### config.mk
export PLATFORM = sky130hd
export DESIGN_NAME = iobd_top
export DESIGN_NICKNAME = d
export VERILOG_FILES = /design/src/hdl/iobd_pkg.sv /design/src/hdl/iobd_top.sv
export VERILOG_INCLUDE_DIRS = /design/src /design/src/hdl
export SDC_FILE = /design/constraint.sdc
export NUM_CORES = 1
export LEC_CHECK = 0
export BUFFER_PORTS_ARGS = -buffer_cell sky130_fd_sc_hd__buf_2
export CORE_MARGIN = 1
export CORE_UTILIZATION = 41
export CTS_CLUSTER_SIZE = 8
export DETAILED_ROUTE_END_ITERATION = 7
export GPL_ROUTABILITY_DRIVEN = 1
export PLACE_DENSITY = 0.73
export SETUP_SLACK_MARGIN = 0.2
export SYNTH_ARGS = -nofsm -noshare
export SYNTH_HDL_FRONTEND = slang
export SYNTH_SLANG_ARGS = --single-unit
### constraint.sdc
create_clock -name sys_clk -period 1.44 [get_ports sys_clk]
set_clock_uncertainty 0.15 [all_clocks]
set_input_delay 0.144 -clock sys_clk [delete_from_list [all_inputs] [get_ports sys_clk]]
set_output_delay 0.144 -clock sys_clk [all_outputs]
set_load 0.01 [all_outputs]
### src/hdl/iobd_defines.svh
// Offsets, field positions, codes and reset values of the I/O bus line decoder
`ifndef IOBD_DEFINES_SVH
`define IOBD_DEFINES_SVH
`define IOBD_OFS_CTRL 8'h00
`define IOBD_OFS_RING 8'h04
`define IOBD_OFS_LS 8'h08
`define IOBD_OFS_HP 8'h0C
`define IOBD_OFS_CHAIN 8'h10
`define IOBD_CTRL_RST 5'h00
`define IOBD_CTRL_PREV 0
`define IOBD_CTRL_NEXT 1
`define IOBD_CTRL_CSREQ 2
`define IOBD_CTRL_SELREQ 3
`define IOBD_CTRL_HPADP 4
`define IOBD_LS_BASE 7'h40
`define IOBD_HP_BASE 11'h404
`define IOBD_RING_BASE 11'h440
`define IOBD_RING_CONN 1'h0
`define IOBD_RING_TYPE 4'h9
`define IOBD_RING_GROUP 3'h0
`define IOBD_RING_CARD_HI 1'h0
`define IOBD_RDATA_RST 32'h0000_0000
`endif

### src/hdl/iobd_pkg.sv
// Types of the I/O bus line decoder
package iobd_pkg;
   typedef struct packed {
      logic hit;
      logic maint;
      logic module_sel;
      logic slot;
      logic card;
      logic [10:0] line;
   } iobd_ring_t;
   typedef struct packed {
      logic [6:0] line;
      logic rx;
      logic board;
      logic [2:0] pos;
      logic port;
   } iobd_ls_t;
   typedef struct packed {
      logic through;
      logic bypass;
      logic kept;
   } iobd_chain_t;
   typedef struct packed {
      logic ta1;
      logic ta2;
      logic ta3;
      logic td1;
      logic td2;
      logic td3;
      logic [15:0] bus1;
      logic [15:0] bus2;
      logic [3:0] ch1;
      logic [3:0] ch2;
   } iobd_sync_t;
   typedef struct packed {
      iobd_sync_t sy;
      logic [4:0] ctrl;
      logic hready;
      logic hresp;
      logic [31:0] hrdata;
      logic wr_pend;
      iobd_ring_t ring;
      iobd_ls_t ls;
      logic [10:0] hp_line;
      logic hp_valid;
      iobd_chain_t grant;
      iobd_chain_t samp;
   } iobd_state_t;
endpackage

### src/hdl/iobd_top.sv
// I/O bus line address decoder with chain bypass and AHB-Lite registers
// What this block does
// - Lines 64-95 map to byte values 2n/2n+1
// - Byte 1 bit 2 board, bits 3-5 position
// - Bit 6 coupler port, bit 7 receive flag
// - Two fast lines addressable, one active
// - Byte 1 bit 6 picks fast port
// - Fast lines 1028 to 1031 by adapter
// - Ring selection decoded at address phase
// - Byte 0 bit 0 is bus connection
// - Respond only to type code 1001
// - Group address must be 000
// - Byte 1 bit 4 gives command originator
// - Bit 5 routes to card or module
// - Bit 6 selects module slot 1 or 2
// - Bits 2-3 pick interface card 1 or 2
// - Interface cards take lines 1088 to 1091
// - Hold neighbour presence to steer bypass
// - Bypass acts on grant and select chains
// - Line adapters have no bypass path
// - Requesting adapter keeps grant, others forward
//
// Our own choices: the AHB-Lite interface to the registers and the register addresses.
`timescale 1ns/1ps
`include "iobd_defines.svh"
module iobd_top (
   input wire logic sys_clk,
   input wire logic nrst,
   input wire logic hsel,
   input wire logic [31:0] haddr,
   input wire logic [1:0] htrans,
   input wire logic hwrite,
   input wire logic [2:0] hsize,
   input wire logic [31:0] hwdata,
   input wire logic hready,
   output logic hreadyout,
   output logic [31:0] hrdata,
   output logic hresp,
   input wire logic io_addr_phase,
   input wire logic io_data_phase,
   input wire logic [15:0] io_bus,
   input wire logic grant_through_in,
   input wire logic grant_bypass_in,
   input wire logic sample_in,
   input wire logic sample_bypass_in,
   output logic grant_through_out,
   output logic grant_bypass_out,
   output logic grant_kept,
   output logic sample_out,
   output logic sample_bypass_out,
   output logic sample_kept,
   output iobd_pkg::iobd_ring_t ring_sel,
   output iobd_pkg::iobd_ls_t ls_sel,
   output logic [10:0] hp_line,
   output logic hp_valid
);
   iobd_pkg::iobd_state_t st_r;
   iobd_pkg::iobd_state_t st_nxt;
   logic ta_edge;
   logic td_edge;
   logic ahb_go;
   logic [7:0] ofs;

   // One chain stage; used for both the grant and the select chain
   function automatic iobd_pkg::iobd_chain_t chain_step(
      input logic thr_in,
      input logic byp_in,
      input logic prev,
      input logic next,
      input logic keep
   );
      iobd_pkg::iobd_chain_t c;
      logic sel;
      sel = prev ? thr_in : byp_in;
      c.kept = sel & keep;
      c.through = sel & ~keep & next;
      c.bypass = sel & ~keep & ~next;
      return c;
   endfunction

   assign ta_edge = st_r.sy.ta2 & ~st_r.sy.ta3;
   assign td_edge = st_r.sy.td2 & ~st_r.sy.td3;
   assign ahb_go = hsel & hready & htrans[1];
   assign ofs = haddr[7:0];

   always_comb begin
      st_nxt = st_r;
      // Pins cross in through two flops; the bus is sampled with its strobe
      st_nxt.sy.ta1 = io_addr_phase;
      st_nxt.sy.ta2 = st_r.sy.ta1;
      st_nxt.sy.ta3 = st_r.sy.ta2;
      st_nxt.sy.td1 = io_data_phase;
      st_nxt.sy.td2 = st_r.sy.td1;
      st_nxt.sy.td3 = st_r.sy.td2;
      st_nxt.sy.bus1 = io_bus;
      st_nxt.sy.bus2 = st_r.sy.bus1;
      st_nxt.sy.ch1 = {grant_through_in, grant_bypass_in, sample_in, sample_bypass_in};
      st_nxt.sy.ch2 = st_r.sy.ch1;

      // Register bus: zero wait, always OKAY
      st_nxt.hready = 1'b1;
      st_nxt.hresp = 1'b0;
      st_nxt.wr_pend = ahb_go & hwrite & (ofs == `IOBD_OFS_CTRL);
      if (st_r.wr_pend) begin
         st_nxt.ctrl = hwdata[4:0];
      end
      if (ahb_go & ~hwrite) begin
         unique case (ofs)
            `IOBD_OFS_CTRL: st_nxt.hrdata = {27'h0000000, st_r.ctrl};
            `IOBD_OFS_RING: st_nxt.hrdata = {5'h00, st_r.ring.line, 11'h000, st_r.ring.card,
                                           st_r.ring.slot, st_r.ring.module_sel,
                                           st_r.ring.maint, st_r.ring.hit};
            `IOBD_OFS_LS: st_nxt.hrdata = {18'h00000, st_r.ls.port, st_r.ls.pos,
                                         st_r.ls.board, st_r.ls.rx, 1'b0, st_r.ls.line};
            `IOBD_OFS_HP: st_nxt.hrdata = {15'h0000, st_r.hp_valid, 5'h00, st_r.hp_line};
            `IOBD_OFS_CHAIN: st_nxt.hrdata = {30'h00000000, st_r.samp.kept, st_r.grant.kept};
            default: st_nxt.hrdata = `IOBD_RDATA_RST;
         endcase
      end

      // Ring selection is taken from the address-phase halfword only
      if (ta_edge) begin
         // Mismatch drops the hit so nothing answers for a foreign adapter
         st_nxt.ring.hit = (st_r.sy.bus2[15] == `IOBD_RING_CONN)
                         & (st_r.sy.bus2[14:11] == `IOBD_RING_TYPE)
                         & (st_r.sy.bus2[10:8] == `IOBD_RING_GROUP)
                         & (st_r.sy.bus2[5] == `IOBD_RING_CARD_HI);
         st_nxt.ring.maint = st_r.sy.bus2[3];
         st_nxt.ring.module_sel = st_r.sy.bus2[2];
         st_nxt.ring.slot = st_r.sy.bus2[1];
         st_nxt.ring.card = st_r.sy.bus2[4];
         st_nxt.ring.line = `IOBD_RING_BASE + {9'h000, st_r.sy.bus2[1], st_r.sy.bus2[4]};
      end

      // Data phase byte 1 carries coupler and port selection
      if (td_edge) begin
         st_nxt.ls.line = `IOBD_LS_BASE + {2'h0, st_r.sy.bus2[5:1]};
         st_nxt.ls.board = st_r.sy.bus2[5];
         st_nxt.ls.pos = st_r.sy.bus2[4:2];
         st_nxt.ls.port = st_r.sy.bus2[1];
         st_nxt.ls.rx = st_r.sy.bus2[0];
         // A new port replaces the old one, so one fast line is live at a time
         st_nxt.hp_line = `IOBD_HP_BASE
                        + {9'h000, st_r.ctrl[`IOBD_CTRL_HPADP], st_r.sy.bus2[1]};
         st_nxt.hp_valid = 1'b1;
      end

      // Bypass only steers the channel-adapter chains; the line-adapter
      // chain relies on pass-through cards and has no such path
      st_nxt.grant = chain_step(st_r.sy.ch2[3], st_r.sy.ch2[2], st_r.ctrl[`IOBD_CTRL_PREV],
                                st_r.ctrl[`IOBD_CTRL_NEXT], st_r.ctrl[`IOBD_CTRL_CSREQ]);
      st_nxt.samp = chain_step(st_r.sy.ch2[1], st_r.sy.ch2[0], st_r.ctrl[`IOBD_CTRL_PREV],
                               st_r.ctrl[`IOBD_CTRL_NEXT], st_r.ctrl[`IOBD_CTRL_SELREQ]);
   end

   always_ff @(posedge sys_clk or negedge nrst) begin
      if (!nrst) begin
         st_r <= '0;
         st_r.hready <= 1'b1;
      end else begin
         st_r <= st_nxt;
      end
   end

   assign hreadyout = st_r.hready;
   assign hrdata = st_r.hrdata;
   assign hresp = st_r.hresp;
   assign grant_through_out = st_r.grant.through;
   assign grant_bypass_out = st_r.grant.bypass;
   assign grant_kept = st_r.grant.kept;
   assign sample_out = st_r.samp.through;
   assign sample_bypass_out = st_r.samp.bypass;
   assign sample_kept = st_r.samp.kept;
   assign ring_sel = st_r.ring;
   assign ls_sel = st_r.ls;
   assign hp_line = st_r.hp_line;
   assign hp_valid = st_r.hp_valid;
endmodule

==> summary.md, run 1 <==
| Metric | Value |
|---|---|
| Largest net degree at the start of global routing | `84` |
| Max Clk Rate | `738 MHz` |
| Clock slew at reported path FFs | `90 ps` |
| Kind of critical path | `input pin to flop` |
| Drt first pass iters | `4` |
| Mux contribution to synthesized area | `8.09%` |
| Fill cell count | `665` |
| Synthesized flop and latch total | `83` |
| Area Growth Syn to Fin | `29.1%` |
| Crit-path max cell delay | `570 ps` |
| Drt total wl | `6.43 mm` |
| Chip Width | `92.9 um` |
| Initial DRC count | `99` |
| Crit path max-delay family | `simple AND/OR/NAND/NOR gates` |
| Predominant post-synthesis flop cell | `dfrtp_1` |
| CP startpoint kind | `input pin` |
| Num rows | `32` |
| Dpl cell area | `3550 um2` |
| Failing checks | `hold timing` |
| CP endpoint kind | `flop` |
| GRT overflow | `0` |
| Nets | `464` |
| Commonest non-fill, non-tap cell in the layout | `dfrtp_1` |
| Post-synthesis cell count | `271` |
| Wirelength per Cell | `13.5 um` |
| Slew Viols, Final | `0` |
| Vias in the first global route | `2101` |
| Die Height | `92.9 um` |
| Diode count | `0` |
| Post-synth EDFFs | `0` |
| CP arrival | `1480 ps` |
| Vias/cell | `4.40` |
| Ys Warns | `0` |
| WP buf/inv | `1` |
| Num CTS Buffers | `9` |
| CTS tree | `built` |
| Post-Synth Adder-Cell Area | `0%` |
| Synthesized area per cell | `12.5 um2` |
| Max Fanout on Critical Path | `6` |
| Synth Area in Compound Gates | `4.29%` |
| Post-synthesis async set-or-reset flop share | `100%` |
| HPWL after detailed placement | `4.10 mm` |
| PnR Total Power | `4.66 mW` |
| Vias | `2089` |
| Initial core utilization | `43.1%` |
| Clock sinks | `83` |
| Clock Tree Buf Depth | `2` |
| First-pass GRT wire length | `10.0 mm` |
| Post-Synth Simple-Gate Area | `8.57%` |
| Routability cong. | `0.769` |
| Residual DRC | `0` |
| Port Buffers | `86` |
| Final min period | `1350 ps` |
| Post-synthesis cell area | `3390 um2` |
| Sequential-to-total area share from yosys stat | `61.3%` |
| Io pins | `177` |
| Post-route cell area | `4370 um2` |
| Worst hold path class | `input pin to flop` |
| Final hold violations | `1` |
| Cts hold-fix bufs | `28` |
| Commonest cells after routing, fill and taps aside | `77 x dfrtp_1, 69 x buf_2, 33 x conb_1, 27 x dlygate4sd3_1, 24 x nand2_1` |
| Finished Layout Cells | `475` |
| P_leak | `2.16 nW` |
| Layout cell share with drive strength beyond 1 | `44.8%` |
| Fin crit share | `94.1%` |
| Pwr Density | `1070 nW/um2` |
| Tot GR Track Use | `15.5%` |
| Peak supply drop | `743 uV` |
| Req. time, crit path | `1560 ps` |
| Worst-Skew Late Latency | `350 ps` |
| # placed instances | `417` |
| Initial antenna violation count | `0` |
| Cell Chain, Critical Path | `buf_6 > or4_4 > nor3_4 > nand3b_1 > o21ai_1` |
| Xor and xnor fraction of the mapped netlist area | `0%` |
| Core Area | `7850 um2` |
| Min Hold Slack | `-41.7 ps` |
| Max-capacitance violation count | `0` |
| Status | `finished, violations left` |
| RSZ-0062 raised after global routing | `true` |
| Finish-stage setup viols | `0` |
| Root Buffer | `clkbuf_8` |
| CP max-delay cell | `or4_4` |
| H-tree levels | `3` |
| Routed Antenna Nets | `0` |
| Largest family of logic cells by synthesized area | `buffers and inverters` |
| Post-Route Setup TNS | `0 ps` |
| Die Area | `8630 um2` |
| Distinct cells, synth | `30` |
-- area by class of cell --
cell class | instances | area (um2) | area share (%)
clock buffers | 9 | 124 | 2.83
clock inverters | 7 | 57.6 | 1.32
inverters | 2 | 7.51 | 0.172
multi-input cells | 136 | 953 | 21.8
flip-flops and latches | 83 | 2080 | 47.7
well taps | 102 | 128 | 2.92
repair buffers | 136 | 1020 | 23.2
-- registers in the layout (all words and copies together), names as in the netlist --
signal	flops
grant_kept	1
sample_out	1
st_nxt	22
ring_sel	6
grant_bypass_out	1
st_r	26
hrdata	15
sample_bypass_out	1
ls_sel	6
sample_kept	1
grant_through_out	1
hp_line	2
-- worst paths after layout --
check,endpoint,cells past startpoint,slack (ps),from
worst min-delay path,st_r[47],3,-40,haddr[1]
worst min register to register,st_r[110],0,190,st_nxt[110]
worst max-delay path,hrdata[11],5,90,haddr[1]
min in group asynchronous,st_nxt[100],3,190,nrst
max in group asynchronous,st_r[83],3,580,nrst
worst max register to register,hrdata[2],3,150,hp_line[2]
-- per-layer routing --
layer	track usage [%]	vias to the layer above	wire length (um)
met3	4.43	8	388
met1	18.6	1023	2670
met5	0	-	0
met2	25.9	78	3310
met4	6.41	0	63
li1	-	980	-
-- through the flow --
step	util [%]	setup slack, ps
2_1_floorplan	-	9.03
3_3_place_gp	45.3	-213
3_5_place_dp	45.3	-262
4_1_cts	54.0	88.3
5_1_grt	55.7	72.3
6_report	55.7	85.3
-- cell families (layout without fill, tap and decap cells) --
| group | count (synthesis) | in the layout |
|---|---|---|
| DFF | 83 | 83 |
| other | 2 | 33 |
| buffers and inverters | 83 | 154 |
| muxes | 24 | 24 |
| and+or+nand+nor | 55 | 55 |
| AOI/OAI and AO/OA | 24 | 24 |
-- power breakdown --
group          leakage, nW  total, mW  switching, mW  internal (mW)
clock network       0.0886       1.51          0.861          0.653
logic                 1.05      0.620          0.278          0.343
registers             1.02       2.52         0.0845           2.44
-- timing repair --
item,in CTS,in global routing
endpoints found under the setup margin,39,46
resized for setup,40,23
endpoints found under the hold margin,110,1
pin swaps,7,9
setup buffers,8,6
-- tightest hold or removal path, cell delays in order --
cell and delay [ps]:
buf_6 60, or4_4 140, nor4_1 60
-- cells in the mapped netlist (all sizes together), types with 2 or more instances --
master,n,area share (%)
clkbuf,5,0.55
mux2,17,5.7
nor4,2,0.37
nor3b,2,0.44
or2,3,0.55
nor3,4,0.92
inv,2,0.22
nand2,25,2.8
nand3,2,0.30
conb,2,0.22
nor2b,5,0.92
mux2i,6,1.8
dfrtp,83,61
a21oi,4,0.59
nor2,5,0.55
buf,76,17
nand3b,3,0.67
o21ai,15,2.2
(Power assumes the default switching activity.)
==> run 2: changes to the inputs <==
--- a/config.mk
+++ b/config.mk
@@ -12,7 +12,7 @@
 export CTS_CLUSTER_SIZE = 8
 export DETAILED_ROUTE_END_ITERATION = 7
 export GPL_ROUTABILITY_DRIVEN = 1
-export PLACE_DENSITY = 0.73
+export PLACE_DENSITY = 0.81
 export SETUP_SLACK_MARGIN = 0.2
 export SYNTH_ARGS = -nofsm -noshare
 export SYNTH_HDL_FRONTEND = slang
==> summary.md, run 2 (synthesis results as in run 1) <==
| Metric | Value |
|---|---|
| Finished Layout Cells | `480 (+1.1%)` |
| Worst-Skew Late Latency | `340 ps (about the same)` |
| Routability cong. | `0.716 (-6.8%)` |
| Max Clk Rate | `755 MHz (+2.3%)` |
| Vias | `2145 (+2.7%)` |
| RSZ-0062 raised after global routing | `true` |
| Io pins | `177 (unchanged)` |
| Port Buffers | `86 (unchanged)` |
| Chip Width | `92.9 um (unchanged)` |
| Core Area | `7850 um2 (unchanged)` |
| Req. time, crit path | `1150 ps (-410 ps)` |
| Storage cell area | `2080 um2 (about the same)` |
| WP buf/inv | `2 (+1)` |
| Cts hold-fix bufs | `28 (unchanged)` |
| Failing checks | `hold timing` |
| Post-layout util | `56.3% (+0.56 points)` |
| Largest net degree at the start of global routing | `34 (-60%)` |
| Drt first pass iters | `4 (unchanged)` |
| Diode count | `0 (unchanged)` |
| Multi-input gate area | `937 um2 (-1.7%)` |
| Max-capacitance violation count | `0 (unchanged)` |
| Initial core utilization | `43.1% (unchanged)` |
| CP dominant cell by count | `buf_6` |
| Worst hold path class | `input pin to flop` |
| H-tree levels | `3 (unchanged)` |
| Clock sinks | `83 (unchanged)` |
| CP max-delay cell | `dfrtp_2` |
| Kind of critical path | `flop to output port` |
| Peak supply drop | `782 uV (+5.2%)` |
| Final min period | `1320 ps (-30.8 ps)` |
| HPWL after detailed placement | `4.22 mm (+2.9%)` |
| CTS tree | `built` |
| Num CTS Buffers | `9 (unchanged)` |
| Max reg flops | `26 (unchanged)` |
| # placed instances | `421 (+0.96%)` |
| Pre-CTS WS | `-210 ps (+51.2 ps)` |
| Routed Antenna Nets | `0 (unchanged)` |
| CP endpoint kind | `output port` |
| Num rows | `32 (unchanged)` |
| Min Hold Slack | `-54.7 ps (-12.9 ps)` |
| Nets | `469 (+1.1%)` |
| Die Height | `92.9 um (unchanged)` |
| GRT overflow | `0 (unchanged)` |
| Crit path max-delay family | `flip-flops` |
| Pwr Density | `1080 nW/um2 (+1.3%)` |
| Residual DRC | `0 (unchanged)` |
| Slew Viols, Final | `0 (unchanged)` |
| CP startpoint kind | `flop` |
| Commonest non-fill, non-tap cell in the layout | `dfrtp_1` |
| Vias/cell | `4.47 (+1.6%)` |
| CP arrival | `1030 ps (-450 ps)` |
| Fill cell count | `645 (-3.0%)` |
| Finish-stage setup viols | `0 (unchanged)` |
| Max Fanout on Critical Path | `6 (unchanged)` |
| Area Growth Syn to Fin | `30.4%` |
| Biggest register | `st_r` |
| Tot GR Track Use | `15.7% (+0.24 points)` |
| Vias in the first global route | `2081 (-0.95%)` |
| Die Area | `8630 um2 (unchanged)` |
| Wirelength per Cell | `13.9 um (+2.4%)` |
| Clock slew at reported path FFs | `80 ps (about the same)` |
| Setup WS post-layout | `116 ps (+30.8 ps)` |
| Commonest cells after routing, fill and taps aside | `78 x dfrtp_1, 68 x buf_2, 33 x conb_1, 27 x dlygate4sd3_1, 23 x nand2_1` |
| Drt total wl | `6.66 mm (+3.5%)` |
| Crit-path max cell delay | `420 ps (-150 ps)` |
| Fin crit share | `91.9% (-2.1 points)` |
| Final hold violations | `1 (unchanged)` |
| P_leak | `2.20 nW (+1.7%)` |
| Layout cell share with drive strength beyond 1 | `44.2% (-0.59 points)` |
| Root Buffer | `clkbuf_8` |
| Initial antenna violation count | `0 (unchanged)` |
| Initial DRC count | `125 (+26%)` |
| Clock Tree Buf Depth | `2 (unchanged)` |
| Cell Chain, Critical Path | `buf_6 > buf_6` |
| Status | `finished, violations left` |
| First-pass GRT wire length | `10.1 mm (+0.35%)` |
-- run 2: cell count changes in the layout (fill, tap and decap cells not counted), moves of 2 or more --
| cell | delta |
|---|---|
| buf_4 | +4 |
| buf_6 | +2 |
| clkbuf_1 | +2 |
| inv_6 | -3 |
-- run 2: metrics by stage --
step	total power, mW	area (um2)	setup TNS [ps]
floorplan	2.90	3510	0
global placement	2.97	3580	-1740
detailed placement	2.98	3580	-2130
CTS	4.78	4290	0
global route	4.98	4410	0
finish	4.76	4410	0
-- run 2: metal layers --
layer	vias up	GRT usage (%)	wire, um
li1	989	-	-
met5	-	0	0
met3	11	4.43	367
met1	1060	18.6	2640
met2	85	26.5	3560
met4	0	6.79	85
-- run 2: worst paths after layout --
check	start	endpoint	slack [ps]	depth (start not counted)
worst max register to register	hp_line[2]	hrdata[2]	150	3
min in group asynchronous	nrst	st_r[84]	130	2
worst min-delay path	haddr[1]	st_r[47]	-50	3
worst max-delay path	hp_line[2]	ls_sel[12]	120	2
max in group asynchronous	nrst	ls_sel[6]	490	3
worst min register to register	st_nxt[100]	st_r[100]	200	0
-- run 2: final cells by class --
type                    instances  area share, %
clock inverters                 4           1.13
inverters                       2          0.170
repair buffers                141           24.1
well taps                     102           2.89
flip-flops and latches         83           47.2
multi-input cells             136           21.2
clock buffers                  12           3.29
-- run 2: timing repair --
item                                    4_1_cts  5_1_grt
gates resized for setup                      39       20
gates cloned                                  0        0
endpoints found under the setup margin       38       47
pin swaps                                     8        5
endpoints found under the hold margin       110        1
setup buffers                                 8        7
-- run 2: report_power, final --
part | internal (mW) | total (mW) | leakage, nW | switching, mW
registers | 2.44 | 2.51 | 1.02 | 0.0749
clock network | 0.847 | 1.61 | 0.0926 | 0.764
logic | 0.347 | 0.640 | 1.08 | 0.293
-- run 2: tightest hold or removal path, stage by stage --
cell and delay, ps:
buf_6 60, or4_4 140, nor4_1 60
==> run 3: changes to the inputs <==
==> constraint.sdc (replaced) <==
create_clock -name sys_clk -period 1.13 [get_ports sys_clk]
set_clock_uncertainty 0.15 [all_clocks]
set_input_delay 0.113 -clock sys_clk [delete_from_list [all_inputs] [get_ports sys_clk]]
set_output_delay 0.113 -clock sys_clk [all_outputs]
set_load 0.01 [all_outputs]
==> summary.md, run 3 (synthesis results as in run 1) <==
| Metric | Value |
|---|---|
| Worst R2R Setup Slack | `-200 ps (-350 ps)` |
| Max Fanout on Critical Path | `6 (unchanged)` |
| Max-capacitance violation count | `0 (unchanged)` |
| Finished Layout Cells | `521 (+8.5%)` |
| Initial antenna violation count | `0 (unchanged)` |
| Residual DRC | `0 (unchanged)` |
| Setup WS post-layout | `-197 ps (-313 ps)` |
| CP startpoint kind | `flop` |
| Drt total wl | `7.23 mm (+8.7%)` |
| Chip Width | `92.9 um (unchanged)` |
| H-tree levels | `3 (unchanged)` |
| Internal power | `4.57 mW (+26%)` |
| Commonest cells after routing, fill and taps aside | `81 x dfrtp_1, 61 x buf_2, 47 x buf_6, 44 x buf_4, 33 x conb_1` |
| Peak supply drop | `738 uV (-5.7%)` |
| Kind of critical path | `flop to output port` |
| Hold EP | `st_r[47]` |
| Drt first pass iters | `4 (unchanged)` |
| CTS tree | `built` |
| Pwr Density | `1250 nW/um2 (+16%)` |
| Routability cong. | `0.768 (+7.3%)` |
| Multi-input gate area | `1060 um2 (+13%)` |
| Switch share | `26.4% (+2.7 points)` |
| Switch Pwr | `1.64 mW (+45%)` |
| Initial DRC count | `72 (-42%)` |
| Min Hold Slack | `-139 ps (-84.5 ps)` |
| Largest net degree at the start of global routing | `30 (-12%)` |
| Vias in the first global route | `2319 (+11%)` |
| CP endpoint kind | `output port` |
| Commonest non-fill, non-tap cell in the layout | `dfrtp_1` |
| Die Area | `8630 um2 (unchanged)` |
| Final hold violations | `1 (unchanged)` |
| Slew Viols, Final | `0 (unchanged)` |
| Storage cell area | `2080 um2 (-0.18%)` |
| Worst-Skew Late Latency | `350 ps (about the same)` |
| GRT overflow | `0 (unchanged)` |
| Tot GR Track Use | `17.6% (+2.0 points)` |
| Num CTS Buffers | `9 (unchanged)` |
| Fill cell count | `600 (-7.0%)` |
| Port Buffers | `86 (unchanged)` |
| Hold Path Cell Cnt | `2 (-1)` |
| HPWL after detailed placement | `4.48 mm (+6.1%)` |
| Max Clk Rate | `754 MHz` |
| P_leak | `2.46 nW (+12%)` |
| Vias | `2275 (+6.1%)` |
| Num rows | `32 (unchanged)` |
| Reg power frac | `51.4% (-1.4 points)` |
| Clock slew at reported path FFs | `100 ps (+20 ps)` |
| Gate power share | `17.7% (+4.3 points)` |
| Core Area | `7850 um2 (unchanged)` |
| Failing checks | `hold timing, setup timing` |
| Final min period | `1330 ps` |
| Area Growth Syn to Fin | `46.2%` |
| # placed instances | `443 (+5.2%)` |
| Root Buffer | `clkbuf_8` |
| Die Height | `92.9 um (unchanged)` |
| Max reg flops | `26 (unchanged)` |
| Reg2reg path depth | `3 (unchanged)` |
| Clock Tree Buf Depth | `2 (unchanged)` |
| Worst hold path class | `input pin to flop` |
| Initial core utilization | `43.1% (unchanged)` |
| Diode count | `0 (unchanged)` |
| CP arrival | `1060 ps (+30 ps)` |
| Layout cell share with drive strength beyond 1 | `53.5% (+9.3 points)` |
| Req. time, crit path | `870 ps (-280 ps)` |
| HP Start | `haddr[5]` |
| First-pass GRT wire length | `11.3 mm (+12%)` |
| Cts hold-fix bufs | `26 (-7.1%)` |
| Status | `finished, violations left` |
| Nets | `510 (+8.7%)` |
| Setup crit start | `hp_line[2]` |
| RSZ-0062 raised after global routing | `true` |
| Wirelength per Cell | `13.9 um (+0.10%)` |
| Clock sinks | `83 (unchanged)` |
| Biggest register | `st_r` |
| Finish-stage setup viols | `70 (+70)` |
| Vias/cell | `4.37 (-2.3%)` |
| FF-to-FF Start | `hp_line[2]` |
| Clock group share of total power | `31.0% (-2.8 points)` |
| FF-to-FF End | `hrdata[2]` |
| Routed Antenna Nets | `0 (unchanged)` |
| Io pins | `177 (unchanged)` |
| Fin crit share | `117%` |
run 3: repair_timing:
item	4_1_cts	5_1_grt
buffers inserted	24	12
endpoints found under the setup margin	89	89
cloned	0	0
pin swaps	22	10
resized for setup	72	23
hold endpoints to repair	115	2
run 3: worst max path at each step:
stage | to | cells past startpoint
6_report | hp_line[2] | 2
3_5_place_dp | hrdata[9] | 5
2_1_floorplan | hrdata[16] | 4
5_1_grt | hrdata[11] | 5
4_1_cts | ls_sel[12] | 2
3_3_place_gp | hrdata[6] | 5
run 3: critical path, cell delays in order, from the launching register on:
cell,delay [ps]
dfrtp_2,440
buf_6,150
buf_6,120
run 3: through the flow:
step | area [um2] | util (%) | setup TNS, ps | power [mW] | worst slack (ps)
floorplan | 3580 | - | -4010 | 3.73 | -270
global placement | 3830 | 48.9 | -7280 | 3.91 | -470
detailed placement | 3830 | 48.9 | -8390 | 3.92 | -559
CTS | 4770 | 60.8 | -7070 | 6.19 | -209
global route | 4950 | 63.1 | -9610 | 6.49 | -279
finish | 4950 | 63.1 | -6360 | 6.21 | -197
run 3: power by group through the flow:
stage	registers, mW	clock network (mW)	logic, mW
global route	3.20	2.11	1.18
global placement	3.22	0	0.683
CTS	3.18	1.97	1.04
finish	3.19	1.92	1.10
detailed placement	3.23	0	0.690
floorplan	3.23	0	0.505
run 3: area by class of cell:
cell class / count / area share, %
clock buffers: 10 / 2.58
clock inverters: 6 / 0.986
inverters: 2 / 0.152
multi-input cells: 136 / 21.4
flip-flops and latches: 83 / 42.0
well taps: 102 / 2.58
repair buffers: 182 / 30.3
run 3: per-layer routing:
layer | track usage (%) | share of wire (%) | vias to the layer above
li1 | - | - | 1071
met5 | 0 | 0 | -
met1 | 20.4 | 38 | 1117
met3 | 3.28 | 4.5 | 10
met4 | 7.31 | 1.3 | 0
met2 | 31.9 | 56 | 77
